## src/common/cwp_pkg.sv

```systemverilog
/*
 Package for the configuration word protection decoder: config space
 addresses, field positions, blank values and decode enumerations.
 Assumes a 14-bit program word and a 16-bit address space.
*/
package cwp_pkg;

    localparam int          WORD_W         = 14;
    localparam int          ADDR_W         = 16;
    localparam logic [15:0] USER_ID_BASE   = 16'h8000;
    localparam logic [15:0] USER_ID_LAST   = 16'h8003;
    localparam logic [15:0] IDENTITY_ADDR  = 16'h8006;
    localparam logic [15:0] WORD_A_ADDR    = 16'h8007;
    localparam logic [15:0] WORD_B_ADDR    = 16'h8008;
    localparam logic [13:0] BLANK_WORD     = 14'h3FFF;
    localparam logic [13:0] WORD_B_FIXED   = 14'h08EC;
    localparam int          OSC_SEL_LSB    = 0;
    localparam int          PROG_PROT_BIT  = 7;
    localparam int          DATA_PROT_BIT  = 8;
    localparam int          GUARD_LSB      = 0;
    localparam int          MULT_EN_BIT    = 8;
    localparam int          STACK_RST_BIT  = 9;
    localparam int          BROWNOUT_BIT   = 10;
    localparam int          DEBUG_BIT      = 12;
    localparam int          LV_PROG_BIT    = 13;
    localparam int          PART_CODE_LSB  = 5;
    localparam int          REV_CODE_LSB   = 0;
    localparam logic [12:0] GUARD_END_SMALL = 13'h01FF;
    localparam logic [12:0] GUARD_END_HALF  = 13'h0FFF;
    localparam logic [12:0] GUARD_END_ALL   = 13'h1FFF;

    typedef enum logic [2:0] {
        OSC_LOW_POWER_CRYSTAL   = 3'h0,
        OSC_MEDIUM_GAIN_CRYSTAL = 3'h1,
        OSC_HIGH_GAIN_CRYSTAL   = 3'h2,
        OSC_EXTERNAL_RC         = 3'h3,
        OSC_INTERNAL            = 3'h4,
        OSC_EXT_CLOCK_LOW       = 3'h5,
        OSC_EXT_CLOCK_MEDIUM    = 3'h6,
        OSC_EXT_CLOCK_HIGH      = 3'h7
    } cwp_osc_t;

    typedef enum logic [1:0] {
        GUARD_ALL   = 2'h0,
        GUARD_HALF  = 2'h1,
        GUARD_SMALL = 2'h2,
        GUARD_NONE  = 2'h3
    } cwp_guard_t;

endpackage

```

## src/core/cwp_decode.sv

```systemverilog
/*
 Configuration word decoder and protection gate. Holds the two option
 words, user ID words and identity word; gates programmer access and
 self-writes. Assumes the programmer port delivers single-cycle
 requests synchronous to clock and that flash arrays sit outside.
*/
// Function
// - Decode three-bit oscillator select into eight clock source modes.
// - Internal oscillator frees clock input pin; external clock modes route clock.
// - Bulk erase clears program flash, data EEPROM and configuration together.
// - Only programmer bulk erase clears data protection; that erase wipes EEPROM.
// - Low-voltage enable one allows low-voltage entry; zero requires high voltage.
// - Refuse programming low-voltage enable to zero while in low-voltage entry.
// - Debug bit one leaves programming pins general; zero dedicates them.
// - Brown-out select one picks low trip point, zero high.
// - Stack fault resets device only when its enable bit is one.
// - Multiplier enable bit turns the 4x frequency multiplier on or off.
// - Unimplemented bits 2, 3, 5-7 and 11 of second word read back as one; bit 4 reads back as programmed.
// - Self-write guard field blocks none, 1FFh, FFFh or 1FFFh ranges.
// - Program protection zero blocks external program writes; reads return zero.
// - Data protection zero blocks external EEPROM reads and writes.
// - Program and data protection act independently, each by its own bit.
// - Protection never restricts internal CPU program reads or EEPROM access.
// - Four user ID words at 8000h-8003h, readable and writable in run.
// - Read-only identity word at 8006h: part code high, revision low.
// - Programmable configuration bits read one when blank or after bulk erase.
// - First option word at 8007h, second at 8008h.
// - Data protection at bit 8, program protection at bit 7 of word a.
module cwp_decode #(
    parameter logic [8:0] PART_CODE = 9'h155,  // Arbitrary value
    parameter logic [4:0] REV_CODE  = 5'h01    // Arbitrary value
) (
    // Clock and reset
    input  wire logic                      clock,
    input  wire logic                      sys_rst,
    input  wire logic                      clk_en,
    // Programming entry status
    input  wire logic                      prog_mode,
    input  wire logic                      prog_entry_low_voltage,
    input  wire logic                      master_clear_pin_high_voltage,
    // Programmer access
    input  wire logic                      ext_req,
    input  wire logic                      ext_write,
    input  wire logic                      ext_eeprom,
    input  wire logic [cwp_pkg::ADDR_W-1:0] ext_addr,
    input  wire logic [cwp_pkg::WORD_W-1:0] ext_wdata,
    input  wire logic                      ext_bulk_erase,
    input  wire logic [cwp_pkg::WORD_W-1:0] ext_array_rdata,
    output logic [cwp_pkg::WORD_W-1:0]      ext_rdata,
    output logic                           ext_array_read,
    output logic                           ext_array_write,
    output logic                           ext_refused,
    output logic                           erase_program_flash,
    output logic                           erase_data_eeprom,
    // CPU access
    input  wire logic                      cpu_req,
    input  wire logic                      cpu_write,
    input  wire logic                      cpu_eeprom,
    input  wire logic [cwp_pkg::ADDR_W-1:0] cpu_addr,
    input  wire logic [cwp_pkg::WORD_W-1:0] cpu_wdata,
    input  wire logic [cwp_pkg::WORD_W-1:0] cpu_array_rdata,
    output logic [cwp_pkg::WORD_W-1:0]      cpu_rdata,
    output logic                           cpu_array_read,
    output logic                           cpu_array_write,
    output logic                           cpu_write_blocked,
    // Stack faults
    input  wire logic                      stack_overflow,
    input  wire logic                      stack_underflow,
    output logic                           stack_fault_reset,
    // Decoded controls
    output cwp_pkg::cwp_osc_t              oscillator_select,
    output logic                           clock_input_pin_is_io,
    output logic                           clock_input_pin_is_clock,
    output logic                           resonator_pins_crystal,
    output logic                           low_voltage_prog_enable,
    output logic                           prog_entry_allowed,
    output logic                           debug_pins_dedicated,
    output logic                           brownout_level_select,
    output logic                           multiplier_enable,
    output cwp_pkg::cwp_guard_t            self_write_guard
);
    import cwp_pkg::*;

    // Nonvolatile storage: blank at power-up, kept through sys_rst
    logic [WORD_W-1:0] word_a       = BLANK_WORD;
    logic [WORD_W-1:0] word_b       = BLANK_WORD;
    logic [WORD_W-1:0] user_id [4]  = '{default: BLANK_WORD};
    logic [WORD_W-1:0] next_word_a;
    logic [WORD_W-1:0] next_word_b;
    logic [WORD_W-1:0] next_user_id [4];
    logic [WORD_W-1:0] shadow_a;
    logic [WORD_W-1:0] shadow_b;
    logic [WORD_W-1:0] next_shadow_a;
    logic [WORD_W-1:0] next_shadow_b;
    logic [WORD_W-1:0] next_ext_rdata;
    logic [WORD_W-1:0] next_cpu_rdata;
    logic              live_pending;
    logic              next_live_pending;
    logic [WORD_W-1:0] identity_word;
    logic              ext_prog_allowed;
    logic              ext_data_allowed;

    // Config space check, used by both access ports
    function automatic logic is_config(input logic [ADDR_W-1:0] a);
        is_config = a[15];
    endfunction

    function automatic logic guard_blocks(input cwp_guard_t g, input logic [ADDR_W-1:0] a);
        case (g)
            GUARD_NONE:  guard_blocks = 1'b0;
            GUARD_SMALL: guard_blocks = a[12:0] <= GUARD_END_SMALL;
            GUARD_HALF:  guard_blocks = a[12:0] <= GUARD_END_HALF;
            default:     guard_blocks = a[12:0] <= GUARD_END_ALL;
        endcase
    endfunction

    assign identity_word = {PART_CODE, REV_CODE};

    // Each protection reads only its own bit of the latched copy
    assign ext_prog_allowed = shadow_a[PROG_PROT_BIT];
    assign ext_data_allowed = shadow_a[DATA_PROT_BIT];

    // Programmer and CPU storage path
    always_comb begin
        next_word_a        = word_a;
        next_word_b        = word_b;
        next_user_id       = user_id;
        next_ext_rdata     = ext_rdata;
        next_cpu_rdata     = cpu_rdata;
        next_live_pending  = live_pending;
        ext_array_read     = 1'b0;
        ext_array_write    = 1'b0;
        ext_refused        = 1'b0;
        cpu_array_read     = 1'b0;
        cpu_array_write    = 1'b0;
        cpu_write_blocked  = 1'b0;
        erase_program_flash = 1'b0;
        erase_data_eeprom  = 1'b0;
        if (prog_mode && ext_bulk_erase) begin
            // Erase of everything also lifts data protection, so EEPROM goes too
            erase_program_flash = 1'b1;
            erase_data_eeprom   = 1'b1;
            next_word_a         = BLANK_WORD;
            next_word_b         = BLANK_WORD;
            next_user_id        = '{default: BLANK_WORD};
        end else if (prog_mode && ext_req) begin
            if (ext_eeprom) begin
                if (!ext_data_allowed) begin
                    ext_refused = 1'b1;
                end else if (ext_write) begin
                    ext_array_write = 1'b1;
                end else begin
                    ext_array_read = 1'b1;
                end
            end else if (is_config(ext_addr)) begin
                if (ext_write) begin
                    if (ext_addr == WORD_A_ADDR) begin
                        // Plain programming only clears bits; data bit 8 can't return to 1
                        next_word_a = word_a & ext_wdata;
                    end else if (ext_addr == WORD_B_ADDR) begin
                        if (prog_entry_low_voltage && !ext_wdata[LV_PROG_BIT] && word_b[LV_PROG_BIT]) begin
                            ext_refused = 1'b1;
                        end else begin
                            next_word_b = (word_b & ext_wdata) | WORD_B_FIXED;
                        end
                    end else if (ext_addr <= USER_ID_LAST) begin
                        next_user_id[ext_addr[1:0]] = ext_wdata;
                    end else begin
                        ext_refused = 1'b1;
                    end
                end else begin
                    if (ext_addr <= USER_ID_LAST) begin
                        next_ext_rdata = user_id[ext_addr[1:0]];
                    end else if (ext_addr == IDENTITY_ADDR) begin
                        next_ext_rdata = identity_word;
                    end else if (ext_addr == WORD_A_ADDR) begin
                        next_ext_rdata = word_a;
                    end else if (ext_addr == WORD_B_ADDR) begin
                        next_ext_rdata = word_b | WORD_B_FIXED;
                    end else begin
                        next_ext_rdata = '0;
                    end
                end
            end else if (!ext_prog_allowed) begin
                ext_refused = ext_write;
                if (!ext_write) begin
                    next_ext_rdata = '0;
                end
            end else if (ext_write) begin
                ext_array_write = 1'b1;
            end else begin
                ext_array_read = 1'b1;
            end
        end
        // Array data lands one cycle after its strobe
        if (live_pending) begin
            next_ext_rdata = ext_array_rdata;
        end
        next_live_pending = ext_array_read;
        if (cpu_req) begin
            if (cpu_eeprom) begin
                cpu_array_read  = !cpu_write;
                cpu_array_write = cpu_write;
            end else if (is_config(cpu_addr)) begin
                if (cpu_write && cpu_addr <= USER_ID_LAST) begin
                    next_user_id[cpu_addr[1:0]] = cpu_wdata;
                end else if (!cpu_write) begin
                    if (cpu_addr <= USER_ID_LAST) begin
                        next_cpu_rdata = user_id[cpu_addr[1:0]];
                    end else if (cpu_addr == IDENTITY_ADDR) begin
                        next_cpu_rdata = identity_word;
                    end else if (cpu_addr == WORD_A_ADDR) begin
                        next_cpu_rdata = word_a;
                    end else if (cpu_addr == WORD_B_ADDR) begin
                        next_cpu_rdata = word_b | WORD_B_FIXED;
                    end else begin
                        next_cpu_rdata = '0;
                    end
                end
            end else if (cpu_write) begin
                cpu_write_blocked = guard_blocks(self_write_guard, cpu_addr);
                cpu_array_write   = !cpu_write_blocked;
            end else begin
                cpu_array_read = 1'b1;
            end
        end
        if (cpu_array_read) begin
            next_cpu_rdata = cpu_array_rdata;
        end
    end

    // A reset must not wipe the option words, or no programmed setting could ever take effect
    always_ff @(posedge clock) begin
        if (clk_en) begin
            word_a       <= next_word_a;
            word_b       <= next_word_b;
            user_id      <= next_user_id;
        end
    end

    always_ff @(posedge clock or posedge sys_rst) begin
        if (sys_rst) begin
            ext_rdata    <= '0;
            cpu_rdata    <= '0;
            live_pending <= 1'b0;
        end else if (clk_en) begin
            ext_rdata    <= next_ext_rdata;
            cpu_rdata    <= next_cpu_rdata;
            live_pending <= next_live_pending;
        end
    end

    // Latched copy; the stored words may change while decode stays put
    logic reset_seen;
    logic next_reset_seen;

    always_comb begin
        next_shadow_a   = shadow_a;
        next_shadow_b   = shadow_b;
        next_reset_seen = 1'b1;
        if (!reset_seen) begin
            next_shadow_a = word_a;
            next_shadow_b = word_b | WORD_B_FIXED;
        end
    end

    always_ff @(posedge clock or posedge sys_rst) begin
        if (sys_rst) begin
            shadow_a   <= BLANK_WORD;
            shadow_b   <= BLANK_WORD;
            reset_seen <= 1'b0;
        end else if (clk_en) begin
            shadow_a   <= next_shadow_a;
            shadow_b   <= next_shadow_b;
            reset_seen <= next_reset_seen;
        end
    end

    // Decoded controls
    always_comb begin
        oscillator_select        = cwp_osc_t'(shadow_a[OSC_SEL_LSB +: 3]);
        clock_input_pin_is_io    = oscillator_select == OSC_INTERNAL;
        clock_input_pin_is_clock = oscillator_select == OSC_EXT_CLOCK_HIGH ||
                                   oscillator_select == OSC_EXT_CLOCK_MEDIUM ||
                                   oscillator_select == OSC_EXT_CLOCK_LOW;
        resonator_pins_crystal   = oscillator_select <= OSC_HIGH_GAIN_CRYSTAL;
        low_voltage_prog_enable  = shadow_b[LV_PROG_BIT];
        prog_entry_allowed       = low_voltage_prog_enable || master_clear_pin_high_voltage;
        debug_pins_dedicated     = !shadow_b[DEBUG_BIT];
        brownout_level_select    = shadow_b[BROWNOUT_BIT];
        multiplier_enable        = shadow_b[MULT_EN_BIT];
        self_write_guard         = cwp_guard_t'(shadow_b[GUARD_LSB +: 2]);
        stack_fault_reset        = shadow_b[STACK_RST_BIT] && (stack_overflow || stack_underflow);
    end

endmodule

```

## config.mk

```make
export PLATFORM = sky130hd
export DESIGN_NAME = cwp_decode
export DESIGN_NICKNAME = d
export VERILOG_FILES = /design/src/common/cwp_pkg.sv /design/src/core/cwp_decode.sv
export SDC_FILE = /design/constraint.sdc
export NUM_CORES = 1
export LEC_CHECK = 0
export BUFFER_PORTS_ARGS = -buffer_cell sky130_fd_sc_hd__buf_2
export CAP_MARGIN = 40
export CELL_PAD_IN_SITES_DETAIL_PLACEMENT = 1
export CELL_PAD_IN_SITES_GLOBAL_PLACEMENT = 2
export CORE_ASPECT_RATIO = 0.8
export CORE_UTILIZATION = 36
export CTS_BUF_LIST = sky130_fd_sc_hd__clkbuf_4
export CTS_CLUSTER_SIZE = 12
export DETAILED_ROUTE_END_ITERATION = 12
export PLACE_DENSITY = 0.91
export SLEW_MARGIN = 30
export SYNTH_ARGS = -nofsm -noshare
export SYNTH_HDL_FRONTEND = slang
export SYNTH_SLANG_ARGS = --single-unit
```

## constraint.sdc

```tcl
create_clock -name clock -period 2.6 [get_ports clock]
set_clock_uncertainty 0.1 [all_clocks]
set_input_delay 0.13 -clock clock [delete_from_list [all_inputs] [get_ports clock]]
set_output_delay 0.13 -clock clock [all_outputs]
set_load 0.02 [all_outputs]
```

=== After elaboration in Yosys (flattened, before gate mapping) ===
Cells that the tools add are included.

* Bits in registers: 131
* Input port bits: 103
* Output and inout port bits: 50
* Logic and storage cells: 181

* $lt $le $gt $ge: 10
* Eq/ne operators: 24
* Muxes and demuxes: 101
* Bitwise gates (word level): 5
* Reduce and logical (&&, ||, !) cells: 29

{| class="wikitable"
|+ Operators by type and width
! operator !! count
|-
| $mux W56 || 12
|-
| $mux W14 || 40
|-
| $bwmux W56 || 2
|-
| $eq A16 B16 Y1 const B || 6
|-
| $bmux W14 S2 || 2
|-
| $demux W14 S2 || 2
|-
| $mux W1 || 42
|-
| $le A16 B16 Y1 const B || 2
|-
| $and A14 B14 Y14 || 2
|-
| $reduce_bool A2 Y1 || 8
|-
| $le A13 B12 Y1 const B || 1
|-
| $le A13 B13 Y1 const B || 1
|-
| $le A13 B9 Y1 const B || 1
|-
| $eq A3 B3 Y1 const B || 4
|-
| $reduce_and A6 Y1 || 2
|-
| $logic_and A1 B1 Y1 || 8
|-
| $ne A2 B1 Y1 const B || 4
|-
| $ne A2 B2 Y1 const B || 4
|-
| $reduce_and A8 Y1 || 1
|-
| $reduce_and A7 Y1 || 1
|-
| $ge A3 B3 Y1 const B || 2
|-
| $lt A3 B1 Y1 const B || 2
|-
| $ne A3 B2 Y1 const B || 2
|-
| $not A2 Y3 || 2
|-
| other kinds (9) || 16
|}

=== Longest topological paths before layout ===
Gate-level depths: netlist of the first run.

* Depth after elaboration: 19
* Depth in mapped cells: 7
* Gate-level depth less buffers: 5

=== Least setup slack after synthesis of the first run ===
No wires, ideal clock.

* Path type: input to register
* From: input port ext_addr[3] (netlist bit)
* To: register user_id[20] (netlist bit), data pin
* Setup time: 270 ps
* Arrival time: 2141 ps
* Data required time: 2230 ps
* Setup slack: 89 ps
* Stages on the path: 7
* Buffers on the path: 2
* Cells stage by stage: or4_4 -> or4_4 -> buf_6 -> nor3_4 -> buf_8 -> mux2i_1 -> a21oi_1

{| class="wikitable"
|+ RTL lines
! what !! line !! text
|-
| start: declaration || cwp_decode.sv:45 || <nowiki>input wire logic [cwp_pkg::ADDR_W-1:0] ext_addr,</nowiki>
|-
| end signal: assignment || cwp_decode.sv:237 || <nowiki>user_id <= next_user_id;</nowiki>
|-
| end: declaration || cwp_decode.sv:87 || <nowiki>logic [WORD_W-1:0] user_id [4] = '{default: BLANK_WORD};</nowiki>
|}

==> flow_metrics.tcl, run 1 <==
set metrics [dict create \
    p_leak_nw 3.73 \
    grt.total_usage 0.277 \
    synth_top_family_by_area "multiplexers" \
    numClockSinks 120 \
    hold_viol_final 0 \
    crit_path_max_fanout 14 \
    min_period_over_period 1.01 \
    synth_fa_ha_area_frac 0 \
    dp_slack_ps -79.6 \
    slew_headroom 0.538 \
    syn_area_um2 7290 \
    path_class "input port to flip-flop" \
    critPathLaunchType "input port" \
    finalSetupViolations 1 \
    viasPerCell 5.76 \
    crit_required_ps 2830 \
    netlist.area_leader.share 0.321 \
    cpMostUsedCell "or4_4" \
    synth_cell_types 55 \
    grt_antenna_before_repair 2 \
    drt_iter0_drc 640 \
    cts_root_buffer "clkbuf_4" \
    rsz0062_at_grt "false" \
    synth_area_leaders "edfxtp_1 (32%), dfrtp_1 (10%), mux4_2 (8.7%), mux2i_1 (7.8%), a21oi_1 (5.7%)" \
    synthXorXnorAreaFrac 0 \
    max_stage_delay_ps 640 \
    synthMuxAreaShare 0.183 \
    grt_pass1_vias 7068 \
    core_um2 19900 \
    initial_core_util 0.367 \
    placementRows 46 \
    arrival_ps 2850 \
    synth.yosys.seq_area_share 0.468 \
    ios 153 \
    ant_nets 0 \
    htreeDepth 4 \
    critPathSlowestCell "or4_4" \
    cpLargestDelayFamily "simple AND/OR/NAND/NOR gates" \
    finalNonFillerCells 1199 \
    synth_simple_gate_area_frac 0.157 \
    hp-class "input port to flip-flop" \
    path_buf_inv 3 \
    synth_area_per_cell_um2 10.7 \
    num_vias 6906 \
    async_reset_ff_frac 0.350 \
    synth-edff-count 78 \
    die_area_um2 20800 \
    yosysTopAreaCell "edfxtp_1" \
    power_density_nw_per_um2 516 \
    dp_hpwl_um 20000 \
    setup_slack_ps -14.6 \
    peakVddDrop_mv 0.265 \
    die_w_um 161 \
    drt-wirelength-per-cell_um 23.4 \
    ys.flop_type "edfxtp_1" \
    ys_seq_elements 120 \
    fmax_ghz 0.382 \
    dpl_cell_area_um2 8540 \
    netlist_instances 679 \
    drive_gt1_frac 0.320 \
    clk_pin_slew_ps 120 \
    synth_compound_area_frac 0.152 \
    clock_latency_ps 570 \
    worstPathCellList "buf_2, or4_4, or4_4, nor4b_4, buf_12, mux2i_1, a21oi_1, dlygate4sd3_1" \
    fillCellCount 2224 \
    gp_congestion 0.872 \
    cts_setup_buffers 0 \
    routed_wirelength_um 28100 \
    remaining_drc_errors 0 \
    yosysMostFrequentCell "a21oi_1" \
    status "finished, violations left" \
    die_h_um 129 \
    cts_buffer_depth 2 \
    synthTopCellsByCount "a21oi_1 (83), edfxtp_1 (78), nor2_1 (67), mux2i_1 (57), nand2_1 (56)" \
    min_period_ps 2610 \
    grt_pass1_wl_um 42400 \
    end_kind "flip-flop" \
    numPortBuffers 152 \
    grt_start_max_net_pins 43 \
    numCtsBuffers 17 \
    drv_slew 0 \
    nets 1024 \
    dr.pass1.iters 5 \
    dp_cells 1092 \
    cap_violations 0 \
    overflow 0 \
    yosys_warnings 0 \
    tightest_slew_ps 694 \
    violations "negative setup slack" \
    tritoncts "built" \
    synth_nets 782 \
    fin_area_um2 9590 \
    synthToLayoutAreaGrowth_pct 31.6 \
]
cells in the final DEF, fill, tap and decap left out, types with 5 or more instances in the layout:
cell type / synthesis / final
buf_2: 0 / 152
a21oi_1: 83 / 83
edfxtp_1: 78 / 78
dlygate4sd3_1: 0 / 74
nor2_1: 67 / 67
mux2i_1: 57 / 57
nand2_1: 56 / 56
o21ai_0: 45 / 45
buf_4: 6 / 42
dfrtp_1: 30 / 30
mux4_2: 28 / 28
a22oi_1: 22 / 22
clkbuf_4: 0 / 17
and3_1: 14 / 14
mux2_2: 12 / 12
dfstp_2: 12 / 12
or3_1: 11 / 10
nor3_1: 9 / 9
inv_1: 10 / 9
nand2b_1: 7 / 7
nor2b_1: 7 / 7
nor4_1: 7 / 7
and2_1: 5 / 5
a22o_1: 5 / 5
a221oi_1: 5 / 5
buf_12: 0 / 5
cells by family after synthesis:
family | Yosys count
mux | 97
buf+inv | 60
compound gates | 184
flops | 120
simple gates | 218
final cells by class:
class	instances	area [um^2]	share of cell area
diodes	1	2.50	0.000261
clock buffers	17	128	0.0133
clock inverters	15	176	0.0184
inverters	10	37.5	0.00391
multi-input cells	499	3590	0.375
flip-flops and latches	120	3410	0.355
well taps	264	330	0.0344
repair buffers	273	1920	0.200
registers in the layout (all words and copies together) (netlist names):
register      cells
user_id          56
cpu_rdata        14
ext_rdata        14
word_a           14
word_b            8
shadow_b          7
shadow_a          5
live_pending      1
reset_seen        1
where the power goes:
part | switching (mW) | leakage (nW) | internal [mW] | total [mW]
clock | 0.843 | 0.163 | 0.668 | 1.51
combinational | 0.635 | 2.37 | 0.456 | 1.09
sequential | 0.119 | 1.19 | 2.23 | 2.35
total | 1.60 | 3.73 | 3.35 | 4.95
worst register-to-register path: cells and delay by family, from the launching register on:
family | cells | cell delay, ps
AOI/OAI and AO/OA | 2 | 400
buffers and inverters | 2 | 660
DFF | 1 | 440
muxes | 1 | 480
metal layers:
layer | routed length, um | global-route usage | up-vias
met3 | 2100 | 0.0643 | 37
li1 | - | - | 3080
met2 | 13000 | 0.444 | 316
met5 | 0 | 0 | -
met1 | 12500 | 0.374 | 3473
met4 | 558 | 0.0860 | 0
stage by stage:
step	total power, mW	hold WS [ps]	utilization	setup TNS [ps]
floorplan	2.89	142	-	0
global placement	3.33	189	0.430	-17.9
detailed placement	3.36	205	0.430	-511
CTS	4.94	17.8	0.483	0
global route	5.13	60.1	0.483	0
finish	4.95	51.8	0.483	-14.6
worst paths after layout:
| check | startpoint | end | slack [ps] | depth (start not counted) |
|---|---|---|---|---|
| min | cpu_eeprom | cpu_rdata[11] | 50 | 5 |
| min in group asynchronous | sys_rst | ext_rdata[10] | 140 | 4 |
| min reg2reg | reset_seen | reset_seen | 380 | 1 |
| max in group asynchronous | sys_rst | reset_seen | 1850 | 4 |
| max reg2reg | user_id[0] | cpu_rdata[0] | 410 | 5 |
| max | ext_addr[3] | user_id[37] | -10 | 8 |
what timing repair did:
| action | CTS | global route |
|---|---|---|
| setup endpoints to repair | 0 | 5 |
| gates resized for setup | 0 | 1 |
| hold buffers | 74 | 0 |
| hold endpoints to repair | 161 | 0 |
Power figures use the tool's default switching activity.
==> run 2: changes to the inputs <==
- ABC_AREA: not set -> 1
- CORE_UTILIZATION: 36 -> 32
- HOLD_SLACK_MARGIN: not set -> 0.02
- PLACE_DENSITY: 0.91 -> 0.92
==> flow_metrics.tcl, run 2 <==
set metrics [dict create \
    slew_headroom 0.442 \
    ant_nets 0 \
    grt.total_usage 0.270 \
    r2r-end "live_pending" \
    ys.flop_type "edfxtp_1" \
    min_period_ps 2360 \
    finalSetupViolations 0 \
    numClockSinks 120 \
    clk_pin_slew_ps 110 \
    post_cts_resized 0 \
    numPortBuffers 152 \
    fmax_ghz 0.423 \
    tightest_slew_ps 837 \
    finalNonFillerCells 1679 \
    synth_cell_types 39 \
    final_cell_mix "nand2_1 (332), nor2_1 (176), buf_2 (152), nand3_1 (116), inv_1 (103)" \
    min_period_over_period 0.910 \
    diodes 0 \
    hp-class "input port to flip-flop" \
    drive_gt1_frac 0.193 \
    p_leak_nw 4.83 \
    nets 1451 \
    synthTopCellsByCount "nand2_1 (332), nor2_1 (176), nand3_1 (116), inv_1 (104), edfxtp_1 (78)" \
    worstRegToRegCells 7 \
    path_class "input port to flip-flop" \
    critPathLaunchType "input port" \
    drv_slew 0 \
    worstPathCellList "dlygate4sd3_1, buf_2, inv_1, nor3_1, buf_4, o21ai_0, dlygate4sd3_1, o21ai_1, dlygate4sd3_1" \
    yosysTopAreaCell "edfxtp_1" \
    crit_required_ps 3010 \
    initial_core_util 0.325 \
    die_w_um 178 \
    critPathSlowestCell "dlygate4sd3_1" \
    num_vias 8947 \
    layout_commonest_cell "nand2_1" \
    min_from "cpu_req" \
    drt_iter0_drc 772 \
    async_reset_ff_frac 0.350 \
    cts_buffer_depth 2 \
    die_h_um 143 \
    rsz0062_at_grt "false" \
    htreeDepth 4 \
    worstSetupStartpoint "clk_en" \
    synthToLayoutAreaGrowth_pct 27.6 \
    crit_path_max_fanout 15 \
    tritoncts "built" \
    routed_wirelength_um 33500 \
    overflow 0 \
    clock_latency_ps 580 \
    worstSetupEndpoint "cpu_rdata[5]" \
    placementRows 51 \
    drt-wirelength-per-cell_um 20.0 \
    grt_antenna_before_repair 0 \
    power_density_nw_per_um2 455 \
    numCtsBuffers 17 \
    gp_congestion 0.893 \
    dr.pass1.iters 5 \
    cts_root_buffer "clkbuf_4" \
    peakVddDrop_mv 0.163 \
    synth_area_leaders "edfxtp_1 (30%), nand2_1 (16%), dfrtp_1 (9.5%), nor2_1 (8.4%), nand3_1 (7.3%)" \
    rrSetupSlack_ps 490 \
    yosys_warnings 0 \
    synth_area_per_cell_um2 7.11 \
    netlist.area_leader.share 0.296 \
    cpMostUsedCell "dlygate4sd3_1" \
    dp_hpwl_um 23900 \
    yosysMostFrequentCell "nand2_1" \
    grt_start_max_net_pins 57 \
    hold_depth 6 \
    synth.yosys.seq_area_share 0.431 \
    die_area_um2 25300 \
    core_um2 24300 \
    top_register "user_id" \
    setup_tns_ps 0 \
    synth_nets 1214 \
    largest_reg_flops 56 \
    grt_pass1_wl_um 51400 \
    syn_area_um2 7900 \
    grt_pass1_vias 8832 \
    status "complete, no violations" \
    cap_violations 0 \
    end_kind "flip-flop" \
    max_stage_delay_ps 570 \
    dp_cells 1562 \
    arrival_ps 2780 \
    ios 153 \
    hold_viol_final 0 \
    timing.rr.start "shadow_a[7]" \
    netlist_instances 1111 \
    remaining_drc_errors 0 \
    final_util 0.415 \
    ys_seq_elements 120 \
    fillCellCount 3130 \
    synth-edff-count 78 \
    viasPerCell 5.33 \
]
==> run 2: cell count changes after synthesis, sizes merged, moves of 14 or more <==
cell	previous run	this run
a21oi	83	37
a22oi	22	4
and3	14	0
buf	15	29
inv	10	106
mux2i	57	0
mux4	28	0
nand2	56	342
nand3	4	116
nor2	67	185
o22ai	0	30
==> run 2: final cells by class <==
type,instances,area [um^2],share of cell area
repair buffers,271,1860,0.185
well taps,318,398,0.0394
clock inverters,14,81.3,0.00806
clock buffers,18,135,0.0134
inverters,107,403,0.0399
flip-flops and latches,120,3410,0.338
multi-input cells,831,3800,0.376
==> run 2: logic make-up (layout without fill, tap and decap cells) <==
family,after synthesis,in the layout,synth area share
AOI/OAI and AO/OA,150,150,0.111
buffers and inverters,160,410,0.0883
DFF,120,120,0.431
muxes,2,2,0.00285
and+or+nand+nor,679,679,0.367
==> run 2: worst min-delay path by stage <==
| stage | endpoint |
|---|---|
| after CTS | cpu_rdata[12] |
| final | cpu_rdata[7] |
| after floorplan | live_pending |
| after global routing | cpu_rdata[7] |
| after global placement | cpu_rdata[1] |
| after detailed placement | cpu_rdata[1] |
==> run 2: per-stage QoR <==
| step | total power, mW | setup WS [ps] | hold slack (ps) | area [um^2] |
|---|---|---|---|---|
| floorplan | 2.85 | 508 | 137 | 7900 |
| global placement | 3.28 | 363 | 176 | 9020 |
| detailed placement | 3.31 | 290 | 67.0 | 9020 |
| CTS | 4.57 | 80.9 | 25.5 | 10100 |
| global route | 4.79 | 102 | 70.7 | 10100 |
| finish | 4.58 | 235 | 73.1 | 10100 |
==> run 2: routing by layer <==
| layer | vias to the layer above | GRT usage | part of all wire |
|---|---|---|---|
| met3 | 51 | 0.0473 | 0.074 |
| met5 | - | 0 | 0 |
| met2 | 403 | 0.424 | 0.45 |
| li1 | 4122 | - | - |
| met1 | 4371 | 0.382 | 0.46 |
| met4 | 0 | 0.0697 | 0.020 |
==> run 2: worst max-delay path, delay by kind of cell <==
family,cells,cell delay [ps]
compound gates,2,220
buf+inv,6,2230
simple gates,1,200
==> run 2: repair_timing <==
action,CTS,global route
hold buffers,85,0
hold endpoints to repair,150,0
setup endpoints to repair,0,1
setup buffers,0,1
==> run 2: where the power goes <==
part	total [mW]	internal, mW	switching [mW]
Clock	1.19	0.377	0.817
Sequential	2.31	2.20	0.110
Combinational	1.08	0.393	0.691
